**config.mk**
```make
export PLATFORM = sky130hd
export DESIGN_NAME = pea_host
export DESIGN_NICKNAME = d
export VERILOG_FILES = /design/src/pea_pkg.sv /design/src/pea_host.sv /design/src/pea_sync.sv
export VERILOG_INCLUDE_DIRS = /design/src
export SDC_FILE = /design/constraint.sdc
export NUM_CORES = 1
export LEC_CHECK = 0
export BUFFER_PORTS_ARGS = -buffer_cell sky130_fd_sc_hd__clkbuf_2
export CAP_MARGIN = 0
export CORE_MARGIN = 5
export CORE_UTILIZATION = 60
export CTS_CLUSTER_SIZE = 16
export DETAILED_ROUTE_END_ITERATION = 7
export HOLD_SLACK_MARGIN = 0.05
export PLACE_DENSITY = 0.84
export SKIP_CTS_REPAIR_TIMING = 1
export SLEW_MARGIN = 20
export SYNTH_ARGS = -nofsm -noshare
export SYNTH_HDL_FRONTEND = slang
export SYNTH_SLANG_ARGS = --single-unit
```
**constraint.sdc**
```tcl
create_clock -name pclk -period 4 [get_ports pclk]
set_input_delay 0.4 -clock pclk [delete_from_list [all_inputs] [get_ports pclk]]
set_output_delay 0.4 -clock pclk [all_outputs]
set_load 0.02 [all_outputs]
```
**src/pea_defines.svh**
```systemverilog
// Constants for the parallel EEPROM host controller
`ifndef PEA_DEFINES_SVH
`define PEA_DEFINES_SVH

`define PEA_CLK_NS 50

// APB register byte offsets
`define PEA_REG_CTRL 12'h000
`define PEA_REG_ADDR 12'h004
`define PEA_REG_WDATA 12'h008
`define PEA_REG_RDATA 12'h00c
`define PEA_REG_STATUS 12'h010

// Command codes in CTRL[2:0]
`define PEA_CMD_READ 3'h1
`define PEA_CMD_WRITE 3'h2
`define PEA_CMD_ERASE 3'h3
`define PEA_CMD_POLL 3'h4

// STATUS bit positions
`define PEA_ST_BUSY 0
`define PEA_ST_READY 1
`define PEA_ST_PAGE 2
`define PEA_ST_REFUSED 3
`define PEA_ST_WR_OK 4
`define PEA_ST_RD_OK 5
`define PEA_ST_NBYTES_LO 8

// Reset values
`define PEA_RST_ADDR 13'h0000
`define PEA_RST_BYTE 8'h00

// Device timing figures
`define PEA_ACC_NS 150
`define PEA_WP_NS 50
`define PEA_HIZ_NS 50
`define PEA_BLC_US 100
`define PEA_ERS_SETUP_US 5
`define PEA_ERASE_MS 10
`define PEA_PUW_MS 10
`define PEA_PUR_US 1
`define PEA_PAGE_BYTES 7'd64
`define PEA_SYNC_STAGES 2

// Cycle counts: least times round up, longest times round down
`define PEA_ACC_CYC ((`PEA_ACC_NS + `PEA_CLK_NS - 1) / `PEA_CLK_NS)
`define PEA_WP_CYC ((`PEA_WP_NS + `PEA_CLK_NS - 1) / `PEA_CLK_NS)
`define PEA_HIZ_CYC ((`PEA_HIZ_NS + `PEA_CLK_NS - 1) / `PEA_CLK_NS)
`define PEA_BLC_CYC ((`PEA_BLC_US * 1000) / `PEA_CLK_NS)
`define PEA_BLC_GUARD_CYC 4
`define PEA_ERS_CYC ((`PEA_ERS_SETUP_US * 1000 + `PEA_CLK_NS - 1) / `PEA_CLK_NS)
`define PEA_ERASE_CYC ((`PEA_ERASE_MS * 1000000 + `PEA_CLK_NS - 1) / `PEA_CLK_NS)
`define PEA_PUW_CYC ((`PEA_PUW_MS * 1000000 + `PEA_CLK_NS - 1) / `PEA_CLK_NS)
`define PEA_PUR_CYC ((`PEA_PUR_US * 1000 + `PEA_CLK_NS - 1) / `PEA_CLK_NS)

`endif

```
**src/pea_pkg.sv**
```systemverilog
// Types for the parallel EEPROM host controller
package pea_pkg;

   typedef enum logic [3:0] {
      ST_IDLE,
      ST_RD_ACC,
      ST_RD_END,
      ST_WR_SETUP,
      ST_WR_PULSE,
      ST_WR_HOLD,
      ST_ER_SETUP,
      ST_ER_PULSE,
      ST_ER_HOLD
   } pea_state_t;

   // Pins driven toward the memory
   typedef struct packed {
      logic [12:0] byte_location_bus;
      logic [7:0] byte_io_out;
      logic byte_io_oe;
      logic chip_on_n;
      logic output_on_n;
      logic store_strobe_n;
      logic erase_hv_en;
   } pea_pins_t;

endpackage : pea_pkg

```
**src/pea_host.sv**
```systemverilog
// APB-controlled host that drives a byte-wide EEPROM through its pins
//
// The implementer's own choices: the register offsets and the APB slave port.
`timescale 1ns/100ps
`include "pea_defines.svh"
module pea_host #(
   parameter int ERASE_CYC = `PEA_ERASE_CYC,
   parameter int PUW_CYC = `PEA_PUW_CYC
) (
   input wire logic pclk,
   input wire logic presetn,
   input wire logic psel,
   input wire logic penable,
   input wire logic pwrite,
   input wire logic [11:0] paddr,
   input wire logic [31:0] pwdata,
   output logic [31:0] prdata,
   output logic pready,
   output logic pslverr,
   input wire logic [7:0] byte_io_in,
   input wire logic done_flag_pin_in,
   output pea_pkg::pea_pins_t pins
);

   localparam logic [17:0] ACC_WAIT = 18'(`PEA_ACC_CYC + `PEA_SYNC_STAGES);
   localparam logic [17:0] WP_LAST = 18'(`PEA_WP_CYC - 1);
   localparam logic [17:0] HIZ_LAST = 18'(`PEA_HIZ_CYC - 1);
   localparam logic [17:0] ERS_LAST = 18'(`PEA_ERS_CYC - 1);
   localparam logic [10:0] BLC_LIMIT = 11'(`PEA_BLC_CYC - `PEA_BLC_GUARD_CYC);
   localparam logic [10:0] BLC_DRAIN = 11'(`PEA_BLC_CYC + 2 * `PEA_BLC_GUARD_CYC);
   localparam logic [17:0] PUR_CNT = 18'(`PEA_PUR_CYC);

   logic [7:0] data_sync;
   logic ready_sync;

   pea_sync #(.W(8)) u_sync_data (
      .pclk(pclk),
      .presetn(presetn),
      .d(byte_io_in),
      .q(data_sync)
   );

   pea_sync #(.W(1)) u_sync_ready (
      .pclk(pclk),
      .presetn(presetn),
      .d(done_flag_pin_in),
      .q(ready_sync)
   );

   pea_pkg::pea_state_t st, next_st;
   logic [17:0] tmr, next_tmr;
   logic [10:0] blc, next_blc;
   logic [17:0] pu, next_pu;
   logic [12:0] addr, next_addr;
   logic [7:0] wdata, next_wdata;
   logic [7:0] rdata, next_rdata;
   logic [6:0] page_base, next_page_base;
   logic [6:0] nbytes, next_nbytes;
   logic page_open, next_page_open;
   logic refused, next_refused;
   logic poll_mode, next_poll_mode;
   logic poll_first, next_poll_first;
   logic prev6, next_prev6;
   logic prev6_older, next_prev6_older;
   logic [31:0] next_prdata;
   pea_pkg::pea_pins_t next_pins;

   logic wr_ok, rd_ok, acc_wr, cmd_go, refuse_now, clr_refused;
   logic [2:0] cmd;
   logic [31:0] status;

   // Slave answers every access with no wait state
   assign pready = 1'b1;
   assign pslverr = 1'b0;

   always_comb
   begin
      wr_ok = (pu >= 18'(PUW_CYC));
      rd_ok = (pu >= PUR_CNT);
      acc_wr = psel && penable && pwrite;
      cmd = pwdata[2:0];
      cmd_go = acc_wr && (paddr == `PEA_REG_CTRL);
      clr_refused = acc_wr && (paddr == `PEA_REG_STATUS) && pwdata[`PEA_ST_REFUSED];
      status = 32'h0000_0000;
      status[`PEA_ST_BUSY] = (st != pea_pkg::ST_IDLE);
      status[`PEA_ST_READY] = ready_sync;
      status[`PEA_ST_PAGE] = page_open;
      status[`PEA_ST_REFUSED] = refused;
      status[`PEA_ST_WR_OK] = wr_ok;
      status[`PEA_ST_RD_OK] = rd_ok;
      status[`PEA_ST_NBYTES_LO +: 7] = nbytes;

      next_st = st;
      next_tmr = tmr + 18'h00001;
      next_blc = blc;
      next_pu = wr_ok ? pu : pu + 18'h00001;
      next_addr = addr;
      next_wdata = wdata;
      next_rdata = rdata;
      next_page_base = page_base;
      next_nbytes = nbytes;
      next_page_open = page_open;
      next_poll_mode = poll_mode;
      next_poll_first = poll_first;
      next_prev6 = prev6;
      refuse_now = 1'b0;

      if (acc_wr && (paddr == `PEA_REG_ADDR))
         next_addr = pwdata[12:0];
      if (acc_wr && (paddr == `PEA_REG_WDATA))
         next_wdata = pwdata[7:0];

      // Load timer runs from each latch; closing early by a guard keeps the next fall inside the window
      // Timer runs on past the close until the memory's own window has surely ended
      if (page_open || (blc != 11'h000))
         next_blc = blc + 11'h001;
      if (!page_open && (blc >= BLC_DRAIN))
         next_blc = 11'h000;
      if (page_open && (st == pea_pkg::ST_IDLE) && (blc >= BLC_LIMIT))
      begin
         next_page_open = 1'b0;
         next_nbytes = 7'h00;
      end

      if (cmd_go)
      begin
         if (st != pea_pkg::ST_IDLE)
            refuse_now = 1'b1;
         else
         begin
            unique case (cmd)
               `PEA_CMD_READ, `PEA_CMD_POLL:
               begin
                  if (!rd_ok)
                     refuse_now = 1'b1;
                  else
                  begin
                     next_st = pea_pkg::ST_RD_ACC;
                     next_poll_mode = (cmd == `PEA_CMD_POLL);
                     next_poll_first = 1'b1;
                  end
               end
               `PEA_CMD_WRITE:
               begin
                  // Lock and unlock codes go out as ordinary page writes
                  if (!wr_ok)
                     refuse_now = 1'b1;
                  else if (page_open && (addr[12:6] != page_base))
                     refuse_now = 1'b1;
                  else if (page_open && (nbytes == `PEA_PAGE_BYTES))
                     refuse_now = 1'b1;
                  else if (!page_open && (!ready_sync || (blc != 11'h000)))
                     refuse_now = 1'b1;
                  else
                     next_st = pea_pkg::ST_WR_SETUP;
               end
               `PEA_CMD_ERASE:
               begin
                  if (!wr_ok || page_open || !ready_sync || (blc != 11'h000))
                     refuse_now = 1'b1;
                  else
                     next_st = pea_pkg::ST_ER_SETUP;
               end
               default:
                  refuse_now = 1'b1;
            endcase
         end
      end

      unique case (st)
         pea_pkg::ST_IDLE:
         begin
         end
         pea_pkg::ST_RD_ACC:
         begin
            // Access time plus synchroniser delay before the byte is trusted
            if (tmr == ACC_WAIT)
            begin
               next_rdata = data_sync;
               next_prev6 = data_sync[6];
               next_st = pea_pkg::ST_RD_END;
            end
         end
         pea_pkg::ST_RD_END:
         begin
            if (tmr == HIZ_LAST)
            begin
               next_poll_first = 1'b0;
               if (poll_mode && (poll_first || (rdata[6] != prev6_older)))
                  next_st = pea_pkg::ST_RD_ACC;
               else
                  next_st = pea_pkg::ST_IDLE;
            end
         end
         pea_pkg::ST_WR_SETUP:
            next_st = pea_pkg::ST_WR_PULSE;
         pea_pkg::ST_WR_PULSE:
         begin
            if (tmr == WP_LAST)
            begin
               next_st = pea_pkg::ST_WR_HOLD;
               next_blc = 11'h000;
               next_page_open = 1'b1;
               next_nbytes = page_open ? nbytes + 7'h01 : 7'h01;
               if (!page_open)
                  next_page_base = addr[12:6];
            end
         end
         pea_pkg::ST_WR_HOLD:
            next_st = pea_pkg::ST_IDLE;
         pea_pkg::ST_ER_SETUP:
         begin
            if (tmr == ERS_LAST)
               next_st = pea_pkg::ST_ER_PULSE;
         end
         pea_pkg::ST_ER_PULSE:
         begin
            if (tmr == 18'(ERASE_CYC - 1))
               next_st = pea_pkg::ST_ER_HOLD;
         end
         pea_pkg::ST_ER_HOLD:
         begin
            if (tmr == ERS_LAST)
               next_st = pea_pkg::ST_IDLE;
         end
         default:
            next_st = pea_pkg::ST_IDLE;
      endcase

      if (next_st != st)
         next_tmr = 18'h00000;

      // A refusal in the same cycle as a clear still shows
      next_refused = refuse_now || (refused && !clr_refused);

      next_prdata = prdata;
      if (psel && !penable && !pwrite)
      begin
         unique case (paddr)
            `PEA_REG_ADDR: next_prdata = {19'h00000, addr};
            `PEA_REG_WDATA: next_prdata = {24'h000000, wdata};
            `PEA_REG_RDATA: next_prdata = {24'h000000, rdata};
            `PEA_REG_STATUS: next_prdata = status;
            default: next_prdata = 32'h0000_0000;
         endcase
      end

      // Pins follow the next state so they change right after the edge
      // Register writes during a cycle must not move the pins under a strobe
      next_pins.byte_location_bus = (st == pea_pkg::ST_IDLE) ? next_addr : pins.byte_location_bus;
      next_pins.byte_io_out = (st == pea_pkg::ST_IDLE) ? next_wdata : pins.byte_io_out;
      next_pins.byte_io_oe = (next_st == pea_pkg::ST_WR_SETUP) || (next_st == pea_pkg::ST_WR_PULSE)
                             || (next_st == pea_pkg::ST_WR_HOLD);
      next_pins.chip_on_n = (next_st == pea_pkg::ST_IDLE) || (next_st == pea_pkg::ST_RD_END);
      next_pins.output_on_n = (next_st != pea_pkg::ST_RD_ACC);
      next_pins.store_strobe_n = (next_st != pea_pkg::ST_WR_PULSE) && (next_st != pea_pkg::ST_ER_PULSE);
      next_pins.erase_hv_en = (next_st == pea_pkg::ST_ER_SETUP) || (next_st == pea_pkg::ST_ER_PULSE)
                              || (next_st == pea_pkg::ST_ER_HOLD);
   end

   // Bit 6 of the read before the latest one
   always_comb
   begin
      next_prev6_older = prev6_older;
      if ((st == pea_pkg::ST_RD_ACC) && (tmr == ACC_WAIT))
         next_prev6_older = prev6;
   end

   always_ff @(posedge pclk or negedge presetn)
   begin
      if (!presetn)
      begin
         st <= pea_pkg::ST_IDLE;
         tmr <= 18'h00000;
         blc <= 11'h000;
         pu <= 18'h00000;
         addr <= `PEA_RST_ADDR;
         wdata <= `PEA_RST_BYTE;
         rdata <= `PEA_RST_BYTE;
         page_base <= 7'h00;
         nbytes <= 7'h00;
         page_open <= 1'b0;
         refused <= 1'b0;
         poll_mode <= 1'b0;
         poll_first <= 1'b0;
         prev6 <= 1'b0;
         prev6_older <= 1'b0;
         prdata <= 32'h0000_0000;
         pins <= '{byte_location_bus: 13'h0000, byte_io_out: 8'h00, byte_io_oe: 1'b0, chip_on_n: 1'b1,
                   output_on_n: 1'b1, store_strobe_n: 1'b1, erase_hv_en: 1'b0};
      end
      else
      begin
         st <= next_st;
         tmr <= next_tmr;
         blc <= next_blc;
         pu <= next_pu;
         addr <= next_addr;
         wdata <= next_wdata;
         rdata <= next_rdata;
         page_base <= next_page_base;
         nbytes <= next_nbytes;
         page_open <= next_page_open;
         refused <= next_refused;
         poll_mode <= next_poll_mode;
         poll_first <= next_poll_first;
         prev6 <= next_prev6;
         prev6_older <= next_prev6_older;
         prdata <= next_prdata;
         pins <= next_pins;
      end
   end

endmodule : pea_host

```
**src/pea_sync.sv**
```systemverilog
// Two-stage synchroniser for pin inputs
`timescale 1ns/100ps
module pea_sync #(
   parameter int W = 1
) (
   input wire logic pclk,
   input wire logic presetn,
   input wire logic [W-1:0] d,
   output logic [W-1:0] q
);

   logic [W-1:0] stage1;
   logic [W-1:0] next_stage1;
   logic [W-1:0] next_q;

   always_comb
   begin
      next_stage1 = d;
      next_q = stage1;
   end

   always_ff @(posedge pclk or negedge presetn)
   begin
      if (!presetn)
      begin
         stage1 <= '0;
         q <= '0;
      end
      else
      begin
         stage1 <= next_stage1;
         q <= next_q;
      end
   end

endmodule : pea_sync

```
Yosys cells after proc, flatten, opt, wreduce, memory -nomap -nowiden
Cells that the tools add are included.
{"block": "word_totals", "ff_bits": 176, "in_bits": 58, "output_inout_bits": 60, "elab_cells": 163}
{"block": "op_classes", "n_addsub": 4, "n_lt_le_gt_ge": 4, "eq_ne": 32, "muxes": 47, "bitwise_logic": 2, "n_reduce_logical": 47}
{"op": "case mux 15 bit (4 select lines)", "count": 1}
{"op": "two-way mux 4 bit", "count": 14}
{"op": "two-way mux 11 bit", "count": 4}
{"op": "adder 18 x 1 -> 18 bit, second input constant", "count": 2}
{"op": "case mux 4 bit (8 select lines)", "count": 1}
{"op": "== test 4 x 3 -> 1 bit, second input constant", "count": 7}
{"op": "two-way mux 7 bit", "count": 4}
{"op": "== test 12 x 4 -> 1 bit, second input constant", "count": 2}
{"op": ">= comparator 11 bit, second input constant", "count": 2}
{"op": "logical AND 1 bit", "count": 19}
{"op": "== test 18 bit, second input constant", "count": 1}
{"op": "== test 18 x 3 -> 1 bit, second input constant", "count": 1}
{"op": "== test 18 x 7 -> 1 bit, second input constant", "count": 1}
{"op": ">= comparator 18 bit, second input constant", "count": 1}
{"op": ">= comparator 18 x 5 -> 1 bit, second input constant", "count": 1}
{"op": "zero test 18 bit", "count": 1}
{"op": "two-way mux 1 bit", "count": 18}
{"op": "two-way mux 18 bit", "count": 1}
{"op": "== test 4 x 2 -> 1 bit, second input constant", "count": 4}
{"op": "two-way mux 13 bit", "count": 1}
{"op": "== test 12 x 3 -> 1 bit, second input constant", "count": 1}
{"op": "== test 12 x 5 -> 1 bit, second input constant", "count": 1}
{"op": "zero test 12 bit", "count": 1}
{"op": "logical OR 1 bit", "count": 12}
{"op": "25 further kinds", "count": 35}

Longest topological paths before layout
Gate-level depths: netlist of run 1.
{"block": "depth", "depth_word": 15, "ltp_mapped": 10, "mapped_depth_nobuf": 9}

Modules after synthesis
Synthesis of run 1 repeated with hierarchy kept, for this count alone.
{"block": "unflattened", "hier_cells": 699, "hier_area_um2": 7478.4}
{"mod": "pea_host", "n_inst": 1, "cells_per_inst": 681, "area_each_um2": 7028.0, "seq_area_each_um2": 3507.1}
{"mod": "pea_sync (u_sync_data)", "n_inst": 1, "cells_per_inst": 16, "area_each_um2": 400.4, "seq_area_each_um2": 400.4}
{"mod": "pea_sync (u_sync_ready)", "n_inst": 1, "cells_per_inst": 2, "area_each_um2": 50.0, "seq_area_each_um2": 50.0}

Least setup slack after synthesis of run 1
OpenSTA, ideal clock, no wires.
{"block": "synth_timing", "path_type": "register to register", "startpoint": "reg tmr[0]", "endpoint": "reg tmr[11]", "setup_ps": 119, "arrival_ps": 2305, "t_required_ps": 3881, "path_slack_ps": 1576, "stages_incl_launch_ff": 10, "n_path_buf": 1, "synth_period_minus_slack_ps": 2424, "path_cell_list": "dfrtp_1 -> ha_1 -> and4_1 -> nand2_1 -> or4bb_1 -> a221oi_4 -> a21oi_1 -> nand3_2 -> buf_4 -> nor2_1"}
{"block": "synth_between", "elab_chain_cells": 5, "word_cells_on_any_way": 14, "classes_between": "1 x add/sub; 4 x eq/ne; 8 x mux; 1 x reduce/logical"}
{"element": "start, declared", "line_no": "pea_host.sv:51", "text": "logic [17:0] tmr, next_tmr;"}
{"element": "start signal, assigned", "line_no": "pea_host.sv:295", "text": "tmr <= next_tmr;"}
{"element": "== test 18 x 7 -> 1 bit, or another cell as far along", "line_no": "pea_host.sv:213, pea_host.sv:223"}
{"element": "two-way mux 4 bit, or another cell as far along", "line_no": "pea_host.sv:223", "text": "if (tmr == ERS_LAST)"}
{"element": "case mux 4 bit (8 select lines)", "line_no": "pea_host.sv:170", "text": "unique case (st)"}
{"element": "!= test 4 bit", "line_no": "pea_host.sv:230", "text": "if (next_st != st)"}
{"element": "two-way mux 18 bit *", "line_no": "pea_host.sv:230"}
{"element": "named net next_tmr[11]", "line_no": "pea_host.sv:51"}
Mark *: on every way through the listed nets, which the timed path passes. The rest lies on a longest branch.
A chain may end at the register's enable or synchronous reset.

==> reports/results.txt, run 1 <==
Run status: finished clean
Synth cell types: 66
Post-route minimum period: 3.047 ns
Drt pass-1 iters: 5
Net Sw Power: 0.0007691 W
Largest family of logic cells by synthesized area: simple AND/OR/NAND/NOR gates
Critical Path AT: 3.40 ns
Die area: 14600 µm²
Final Max Tran Viols: 0
Setup WS pre-CTS: 1.023 ns
Worst vdd ir: 0.2994 mV
Part of the power in the clock network: 49.3%
CP max stage cell: or4_1
DP Wirelength: 11330 µm
Path category of the worst min-delay check: in2async
Final hold violations: 0
CTS H-tree depth: 4
Filler cells: 812
Reg clk slew, reported paths: 0.06 ns
Critical Path RT: 4.35 ns
Critical Path End Type: register
Post-synthesis xor/xnor area fraction: 6.281%
Starting density of the core: 61.36%
Pint: 0.002571 W
Sequential cell area: 3958 µm²
Sw frac: 23.03%
Synth Area in Compound Gates: 8.267%
Area delta synth->final: 14.43%
Setup-failing EPs final: 0
Antenna violations before repair: 0
Reg2reg start: tmr[12]
Gate power share: 2.5%
Simple-gate share of the synthesized area: 19.79%
Crit Path Max Fanout: 12
Worst Max-Slew Pin Slew: 0.8445 ns
Leak: 3.948 nW
Synth Flop Type: dfrtp_1
Clock Latency Late Sink: 0.43 ns
Multi-input gate area: 3187 µm²
# rows: 40
Routed len/inst: 17.26 µm
Final GP Congestion: 0.8526
PD cells: 396.0 nW/µm²
CTS sink cnt: 158
Crit path to: pins[1]
First-pass GRT wire length: 27140 µm
Setup Skew: 0.009630 ns
Root Buffer: clkbuf_16
Seq/Total Area, Yosys: 53.69%
Syn Inst Count: 695
Setup crit start: tmr[12]
IO Pins: 118
RSZ-0062 raised after global routing: false
Worst r2r path cells: 7
CP max stage delay: 0.90 ns
Mux contribution to synthesized area: 6.196%
Max Fclk: 328.2 MHz
Critical setup path kind: reg2reg
Inserted Clock Buffers: 17
Post-Synth Adder-Cell Area: 1.528%
EDFF count, synth: 0
Fin crit share: 76.16%
Core Region: 12010 µm²
FF+latch count, synth: 158
Max cap viols: 0
Vias per inst: 5.799
Max clock buf depth: 2
Setup TNS: 0 ns
DR vias: 5416
Drt total wl: 16120 µm
CP startpoint kind: register
CP Cell Sequence: nor4_1, nand4b_1, or4_1, nor2b_1, a22oi_4, xnor2_1, nand2_1
GRT Total Usage: 23.39%
Diode count: 0
Reg2reg end: pins[1]
Routed Antenna Nets: 0
Die Height: 120.8 µm
Sequential share of power: 48.2%
Layout cell share with drive strength beyond 1: 23.13%
DRT iter0 DRCs: 400
Largest net degree at the start of global routing: 96
Global route overflow: 0
Yosys warns: 0
Final net count: 841
Rel. slew slack: 43.70%
Worst R2R Setup Slack: 0.95 ns
Die Wd: 120.8 µm
Port bufs: 79
DRC viols: 0
Synth async-reset ratio: 100.0%
Synthesized area: 7371 µm²
Syn_area_per_cell: 10.61 µm²
CTS tree: yes
Vias in the first global route: 5451
Setup ws final: 0.9535 ns
-- layer usage --
metal	GRT usage, %	wire, µm
met1	30.05	6783
met2	39.11	8247
met3	5.519	787
met4	7.861	303
met5	0	0
-- power groups by stage --
stage / registers [W] / logic (W) / clock network (W)
after floorplan: 0.00164 / 0.0000408 / 0
after global placement: 0.00164 / 0.0000827 / 0
after detailed placement: 0.00164 / 0.0000852 / 0
after CTS: 0.00161 / 0.0000855 / 0.00167
after global routing: 0.00161 / 0.0000952 / 0.00174
final: 0.00161 / 0.0000841 / 0.00165
-- cell type report --
type | instances | share of cell area [%]
clock buffer | 18 | 5.088
clock inverter | 14 | 2.018
inverter | 18 | 0.8011
multi-input combinational | 495 | 37.78
sequential | 158 | 46.92
tap | 147 | 2.181
timing repair buffer | 84 | 5.207
-- layout by cell type, fill, tap and decap left out, types with 4 or more instances in the layout --
master	count
o21ai_0	32
nand3_1	27
xor2_1	24
or4_1	4
or2_2	4
nand4_1	10
a21o_1	6
mux2i_1	4
nor4_1	12
mux2_2	37
nand2b_1	4
conb_1	19
a22o_1	6
and3_1	14
xnor2_1	27
clkbuf_16	17
dfrtp_1	155
inv_6	6
a21oi_1	8
inv_1	18
a221oi_1	6
clkbuf_2	78
and2_1	5
a22oi_1	5
nand2_1	117
nor2_1	54
nor4b_1	5
o31ai_1	4
buf_4	5
nor3_1	9
ha_1	9
-- worst min-delay path by stage --
stage / endpoint / slack (ns) / from
after floorplan: addr[0] / 0.10 / presetn
after global placement: u_sync_data.q[2] / 0.33 / u_sync_data.next_q[2]
after detailed placement: u_sync_data.q[6] / 0.33 / u_sync_data.next_q[6]
after CTS: u_sync_data.next_q[4] / 0.06 / byte_io_in[4]
after global routing: u_sync_data.next_q[0] / 0.06 / byte_io_in[0]
final: pins[0] / 0.04 / presetn
-- flip-flops by register name (all words and copies together) (netlist names) --
register	cells
u_sync_ready.q	1
page_open	1
wdata	8
u_sync_data.next_q	8
prev6_older	1
refused	1
pins	26
page_base	7
tmr	18
u_sync_data.q	8
nbytes	7
pu	18
st	4
u_sync_ready.next_q	1
addr	13
rdata	8
poll_mode	1
blc	11
prdata	15
poll_first	1
-- cell families (layout without fill, tap and decap cells) --
logic type                 after synthesis  in the layout
and+or+nand+nor                        292            292
DFF                                    158            158
AOI/OAI and AO/OA                       82             82
buffers and inverters                   59            134
xor gates and xnor gates                52             52
muxes                                   41             41
adders and majority gates                9              9
other                                    2             19
-- cell usage after synthesis, drive strengths merged (2+ instances only) --
cell type  instances  area (µm²)
nor4              13       87.58
conb               2       7.510
nor4b              5       43.79
a221oi             7       78.83
nor3              12       70.07
and4               3       27.53
xnor2             28       252.8
nand3b             3       22.52
a2111oi            2       17.52
a21o               6       45.04
clkbuf            15       56.30
inv               18       67.56
mux2              37       416.7
a22oi              7       71.32
buf               26       181.4
ha                 9       112.6
xor2              24       210.2
dfstp              3       78.83
and3              15       95.09
mux2i              4       40.04
nand3             28       145.1
nor2              55       209.0
or4                7       61.31
o21ai             32       160.2
dfrtp            155        3879
a22o               6       52.55
nand4b             2       17.52
a21oi              8       40.04
and2               5       31.28
o31ai              5       37.54
nand2            117       439.2
nand2b             4       25.02
or2                4       25.02
nand4             11       83.83
-- critical path: cells and delay by family, from the launching register on --
| family | cells | cell delay (ns) |
|---|---|---|
| simple gates | 5 | 2.18 |
| flops | 1 | 0.41 |
| compound gates | 1 | 0.21 |
| xor+xnor | 1 | 0.14 |
-- metrics by stage --
stage	cells	area (µm²)	utilization [%]	total power [W]	hold slack, ns
final	934	8434	70.22	0.003340	0.04070
after global routing	934	8434	70.22	0.003446	0.05621
after CTS	934	8429	70.18	0.003363	0.05560
after detailed placement	902	7830	65.19	0.001726	0.3347
after global placement	902	7830	65.19	0.001723	0.3321
after floorplan	712	7435	-	0.001680	0.1044
Note: power is estimated with default switching activity, not from simulation.
==> inputs of run 2 (changes only) <==
Settings changed: CORE_UTILIZATION 60 to 51, PLACE_DENSITY 0.84 to 0.76.
Clock period 4 ns to 2.6 ns, I/O delays scaled along.
==> reports/results.txt, run 2 (same netlist as run 1, synthesis figures left out) <==
Most frequent cells in the layout: dfrtp_1, nand2_1, clkbuf_2 (unchanged)
Grt peak-use layer: met2 (unchanged)
DR vias: 5630 (was 5416)
Met2 global-route usage: 35.43% (was 39.11%)
Max cap viols: 0 (unchanged)
Post-route minimum period: 2.571 ns (was 3.047 ns)
Clock Latency Late Sink: 0.43 ns (about the same)
Global route overflow: 0 (unchanged)
DP Cell Count: 960 (was 902)
Worst vdd ir: 0.5372 mV (was 0.2994 mV)
Max Fclk: 389.0 MHz (was 328.2 MHz)
Met1 Resource Use GR: 27.17% (was 30.05%)
GRT met3 Usage: 4.625% (was 5.519%)
Antenna violations before repair: 0 (unchanged)
CP startpoint kind: register (unchanged)
CTS H-tree depth: 4 (unchanged)
Port bufs: 79 (unchanged)
Critical Path RT: 2.95 ns (was 4.35 ns)
Final Max Tran Viols: 0 (unchanged)
Setup-failing EPs final: 0 (unchanged)
Fin area: 8848 µm² (was 8434 µm²)
Final hold violations: 0 (unchanged)
Most flop-heavy register: pins (unchanged)
DP Wirelength: 12150 µm (was 11330 µm)
Setup Skew: 0.01053 ns (was 0.009630 ns)
Fin cells: 1004 (was 934)
Drt pass-1 iters: 6 (was 5)
Leak: 4.141 nW (was 3.948 nW)
Setup TNS: 0 ns (unchanged)
Die area: 16960 µm² (was 14600 µm²)
Path category of the worst min-delay check: in2reg (was in2async)
Max clock buf depth: 2 (unchanged)
Final net count: 874 (was 841)
Vias in the first global route: 5655 (was 5451)
DRC viols: 0 (unchanged)
Rel. slew slack: 50.47% (was 43.70%)
RSZ-0062 raised after global routing: true (was false)
Vias per inst: 5.608 (was 5.799)
Worst Max-Slew Pin Slew: 0.7385 ns (was 0.8445 ns)
# rows: 44 (was 40)
Regs by FF count: pins: 26 flops, pu: 18 flops, tmr: 18 flops (unchanged)
IO Pins: 118 (unchanged)
Routed Antenna Nets: 0 (unchanged)
DRT iter0 DRCs: 468 (was 400)
Area delta synth->final: 20.05% (was 14.43%)
CTS tree: yes (unchanged)
Routed len/inst: 17.15 µm (was 17.26 µm)
Final core occ: 61.58% (was 70.22%)
Fin crit share: 98.87% (was 76.16%)
CTS sink cnt: 158 (unchanged)
Critical setup path kind: reg2reg (unchanged)
Inserted Clock Buffers: 17 (unchanged)
Largest net degree at the start of global routing: 60 (was 96)
Starting density of the core: 51.30% (was 61.36%)
Max FFs per register: 26 (unchanged)
Critical Path AT: 2.92 ns (was 3.40 ns)
Power Total: 0.005245 W (was 0.003340 W)
PD cells: 592.8 nW/µm² (was 396.0 nW/µm²)
Root Buffer: clkbuf_16 (unchanged)
GRT Total Usage: 21.16% (was 23.39%)
Core Region: 14370 µm² (was 12010 µm²)
Layout cell share with drive strength beyond 1: 25.85% (was 23.13%)
Commonest non-fill, non-tap cell in the layout: dfrtp_1 (unchanged)
Reg clk slew, reported paths: 0.07 ns (was 0.06 ns)
Crit Path Max Fanout: 4 (was 12)
Run status: finished clean (unchanged)
Die Height: 130.2 µm (was 120.8 µm)
Critical Path End Type: register (unchanged)
Final GP Congestion: 0.9296 (was 0.8526)
Diode count: 0 (unchanged)
Drt total wl: 17220 µm (was 16120 µm)
DP Area: 8046 µm² (was 7830 µm²)
Die Wd: 130.2 µm (was 120.8 µm)
First-pass GRT wire length: 28180 µm (was 27140 µm)
-- run 2: path summary, 6_finish.rpt --
| check | start | endpoint | slack (ns) | cells past startpoint |
|---|---|---|---|---|
| max in group asynchronous | presetn | pins[1] | 1.47 | 3 |
| worst max-delay path | tmr[1] | pins[3] | 0.03 | 8 |
| worst min-delay path | pwdata[10] | addr[10] | 0.07 | 2 |
| worst max register to register | tmr[1] | pins[3] | 0.03 | 8 |
| min in group asynchronous | presetn | addr[11] | 0.36 | 2 |
| worst min register to register | u_sync_data.next_q[0] | u_sync_data.q[0] | 0.35 | 0 |
-- run 2: routing by layer --
layer  part of all wire [%]  up-vias
met5                      0        -
met4                    2.1        0
met3                    4.0       35
met2                     52      158
met1                     42     2834
li1                       -     2603
-- run 2: worst max-delay path, cell delays in order (launching register included) --
cell and delay (ns):
dfrtp_1 0.39, ha_2 0.23, and4_2 0.27, nand2_1 0.10, or4bb_4 0.60, a221oi_4 0.42, a22oi_2 0.17, buf_4 0.18
nor3_1 0.12
-- run 2: layout make-up --
cell class / count / area, µm²
inverter: 18 / 67.56
fill: 1101 / 5520
sequential: 158 / 3958
timing repair buffer: 117 / 724.4
clock buffer: 17 / 425.4
tap: 184 / 230.2
clock inverter: 15 / 214.0
multi-input combinational: 495 / 3229
-- run 2: metrics by stage --
stage | hold slack, ns | setup slack, ns
global placement | 0.2534 | 0.08312
floorplan | -0.03559 | 0.1759
finish | 0.07145 | 0.02933
CTS | -0.2040 | -0.04866
detailed placement | 0.2634 | -0.04104
global route | 0.06565 | -0.04826
-- run 2: report_power, final --
group	leakage [nW]	total (W)	internal (W)	switching (W)
sequential	2.00	0.00248	0.00247	0.00000623
clock	0.311	0.00262	0.00148	0.00114
combinational	1.83	0.000148	0.0000441	0.000103
==> inputs of run 3 (changes only) <==
Settings changed: CORE_UTILIZATION 51 to 44, PLACE_DENSITY 0.76 to 0.67.
==> reports/results.txt, run 3 (same netlist as run 1, synthesis figures left out) <==
Run status: finished clean (unchanged)
Starting density of the core: 44.61% (was 51.30%)
Routed len/inst: 15.27 µm (was 17.15 µm)
Max cap viols: 0 (unchanged)
Vias per inst: 5.128 (was 5.608)
Final core occ: 54.00% (was 61.58%)
IO Pins: 118 (unchanged)
Commonest non-fill, non-tap cell in the layout: dfrtp_1 (unchanged)
Path category of the worst min-delay check: in2reg (unchanged)
Layout cell share with drive strength beyond 1: 26.09% (was 25.85%)
DR vias: 5374 (was 5630)
Final GP Congestion: 0.8220 (was 0.9296)
WHS: 0.08120 ns (was 0.07145 ns)
Fin area: 8924 µm² (was 8848 µm²)
DRC viols: 0 (unchanged)
Antenna violations before repair: 0 (unchanged)
Setup Skew: 0.01298 ns (was 0.01053 ns)
Reg2reg start: tmr[12] (was tmr[1])
Reg clk slew, reported paths: 0.07 ns (about the same)
Setup TNS: 0 ns (unchanged)
Crit Path Max Fanout: 12 (was 4)
Rel. slew slack: 54.86% (was 50.47%)
Max clock buf depth: 2 (unchanged)
Setup WS pre-CTS: 0.07845 ns (was -0.04104 ns)
Setup ws final: 0.1106 ns (was 0.02933 ns)
Die area: 19440 µm² (was 16960 µm²)
Final hold violations: 0 (unchanged)
Inserted Clock Buffers: 17 (unchanged)
Setup crit start: tmr[12] (was tmr[1])
Worst R2R Setup Slack: 0.11 ns (was 0.03 ns)
Filler cells: 1470 (was 1101)
Most frequent cells in the layout: dfrtp_1, nand2_1, clkbuf_2 (unchanged)
# rows: 47 (was 44)
CP startpoint kind: register (unchanged)
Worst r2r path cells: 8 (unchanged)
Largest net degree at the start of global routing: 70 (was 60)
Critical Path End Type: register (unchanged)
Drt total wl: 16000 µm (was 17220 µm)
CTS sink cnt: 158 (unchanged)
Post-route minimum period: 2.489 ns (was 2.571 ns)
Die Wd: 139.4 µm (was 130.2 µm)
Final Max Tran Viols: 0 (unchanged)
Port bufs: 79 (unchanged)
Clock Latency Late Sink: 0.43 ns (about the same)
Diode count: 0 (unchanged)
Root Buffer: clkbuf_16 (unchanged)
CTS tree: yes (unchanged)
DP Area: 8184 µm² (was 8046 µm²)
Die Height: 139.4 µm (was 130.2 µm)
Vias in the first global route: 5253 (was 5655)
Final net count: 882 (was 874)
Core Region: 16520 µm² (was 14370 µm²)
First-pass GRT wire length: 26620 µm (was 28180 µm)
Routed Antenna Nets: 0 (unchanged)
Worst Max-Slew Pin Slew: 0.6771 ns (was 0.7385 ns)
Max FFs per register: 26 (unchanged)
Reg2reg end: tmr[2] (was pins[3])
Setup-failing EPs final: 0 (unchanged)
Critical setup path kind: reg2reg (unchanged)
DP Wirelength: 11320 µm (was 12150 µm)
Max Fclk: 401.7 MHz (was 389.0 MHz)
GRT Total Usage: 16.68% (was 21.16%)
RSZ-0062 raised after global routing: true (unchanged)
Area delta synth->final: 21.07% (was 20.05%)
DRT iter0 DRCs: 291 (was 468)
PD cells: 567.4 nW/µm² (was 592.8 nW/µm²)
Most flop-heavy register: pins (unchanged)
Drt pass-1 iters: 4 (was 6)
Critical Path AT: 2.80 ns (was 2.92 ns)
Global route overflow: 0 (unchanged)
Crit path to: tmr[2] (was pins[3])
Critical Path RT: 2.91 ns (was 2.95 ns)
Leak: 4.174 nW (was 4.141 nW)
Worst vdd ir: 0.4227 mV (was 0.5372 mV)
Fin crit share: 95.74% (was 98.87%)
Regs by FF count: pins: 26 flops, pu: 18 flops, tmr: 18 flops (unchanged)
CTS H-tree depth: 4 (unchanged)
==> run 3: power breakdown <==
part	total, W	switching (W)	internal (W)	leakage [nW]
registers	0.00248	0.00000505	0.00247	2.00
clock network	0.00244	0.00115	0.00129	0.289
logic	0.000147	0.000101	0.0000462	1.88
total	0.00506	0.00125	0.00381	4.17
==> run 3: cell type report <==
cell class                      instances  area, µm²  area share [%]
Clock buffer                           17      425.4           4.767
Clock inverter                         15      168.9           1.893
Multi-Input combinational cell        496       3227           36.16
Tap cell                              220      275.3           3.085
Inverter                               18      67.56          0.7572
Sequential cell                       158       3958           44.35
Timing Repair Buffer                  124      802.0           8.988
==> run 3: worst min-delay path by stage <==
stage	start	slack, ns	cells after the start	end
2_1_floorplan	presetn	-0.04	0	addr[0]
3_3_place_gp	presetn	0.32	1	pins[22]
3_5_place_dp	presetn	0.32	1	addr[9]
4_1_cts	presetn	-0.15	1	pins[21]
5_1_grt	pwdata[11]	0.07	2	addr[11]
6_report	pwdata[8]	0.08	2	addr[8]
==> run 3: routing by layer <==
layer	track usage, %	wire, µm
met5	0	0
met2	26.13	7745
met1	23.21	7400
met4	5.664	186
met3	3.499	666
==> run 3: per-stage QoR <==
| step | cells | total power, W |
|---|---|---|
| after floorplan | 712 | 0.002585 |
| after global placement | 1005 | 0.002661 |
| after detailed placement | 1005 | 0.002662 |
| after CTS | 1037 | 0.005106 |
| after global routing | 1048 | 0.005231 |
| final | 1048 | 0.005063 |
==> run 3: worst max-delay path, stage by stage (launching register included) <==
cell and delay (ns):
dfrtp_1 0.42, nor4_1 0.40, nand4b_1 0.15, buf_4 0.20
or3_1 0.36, a221oi_4 0.34, a21oi_1 0.18, nand3_2 0.23
nor2_1 0.09
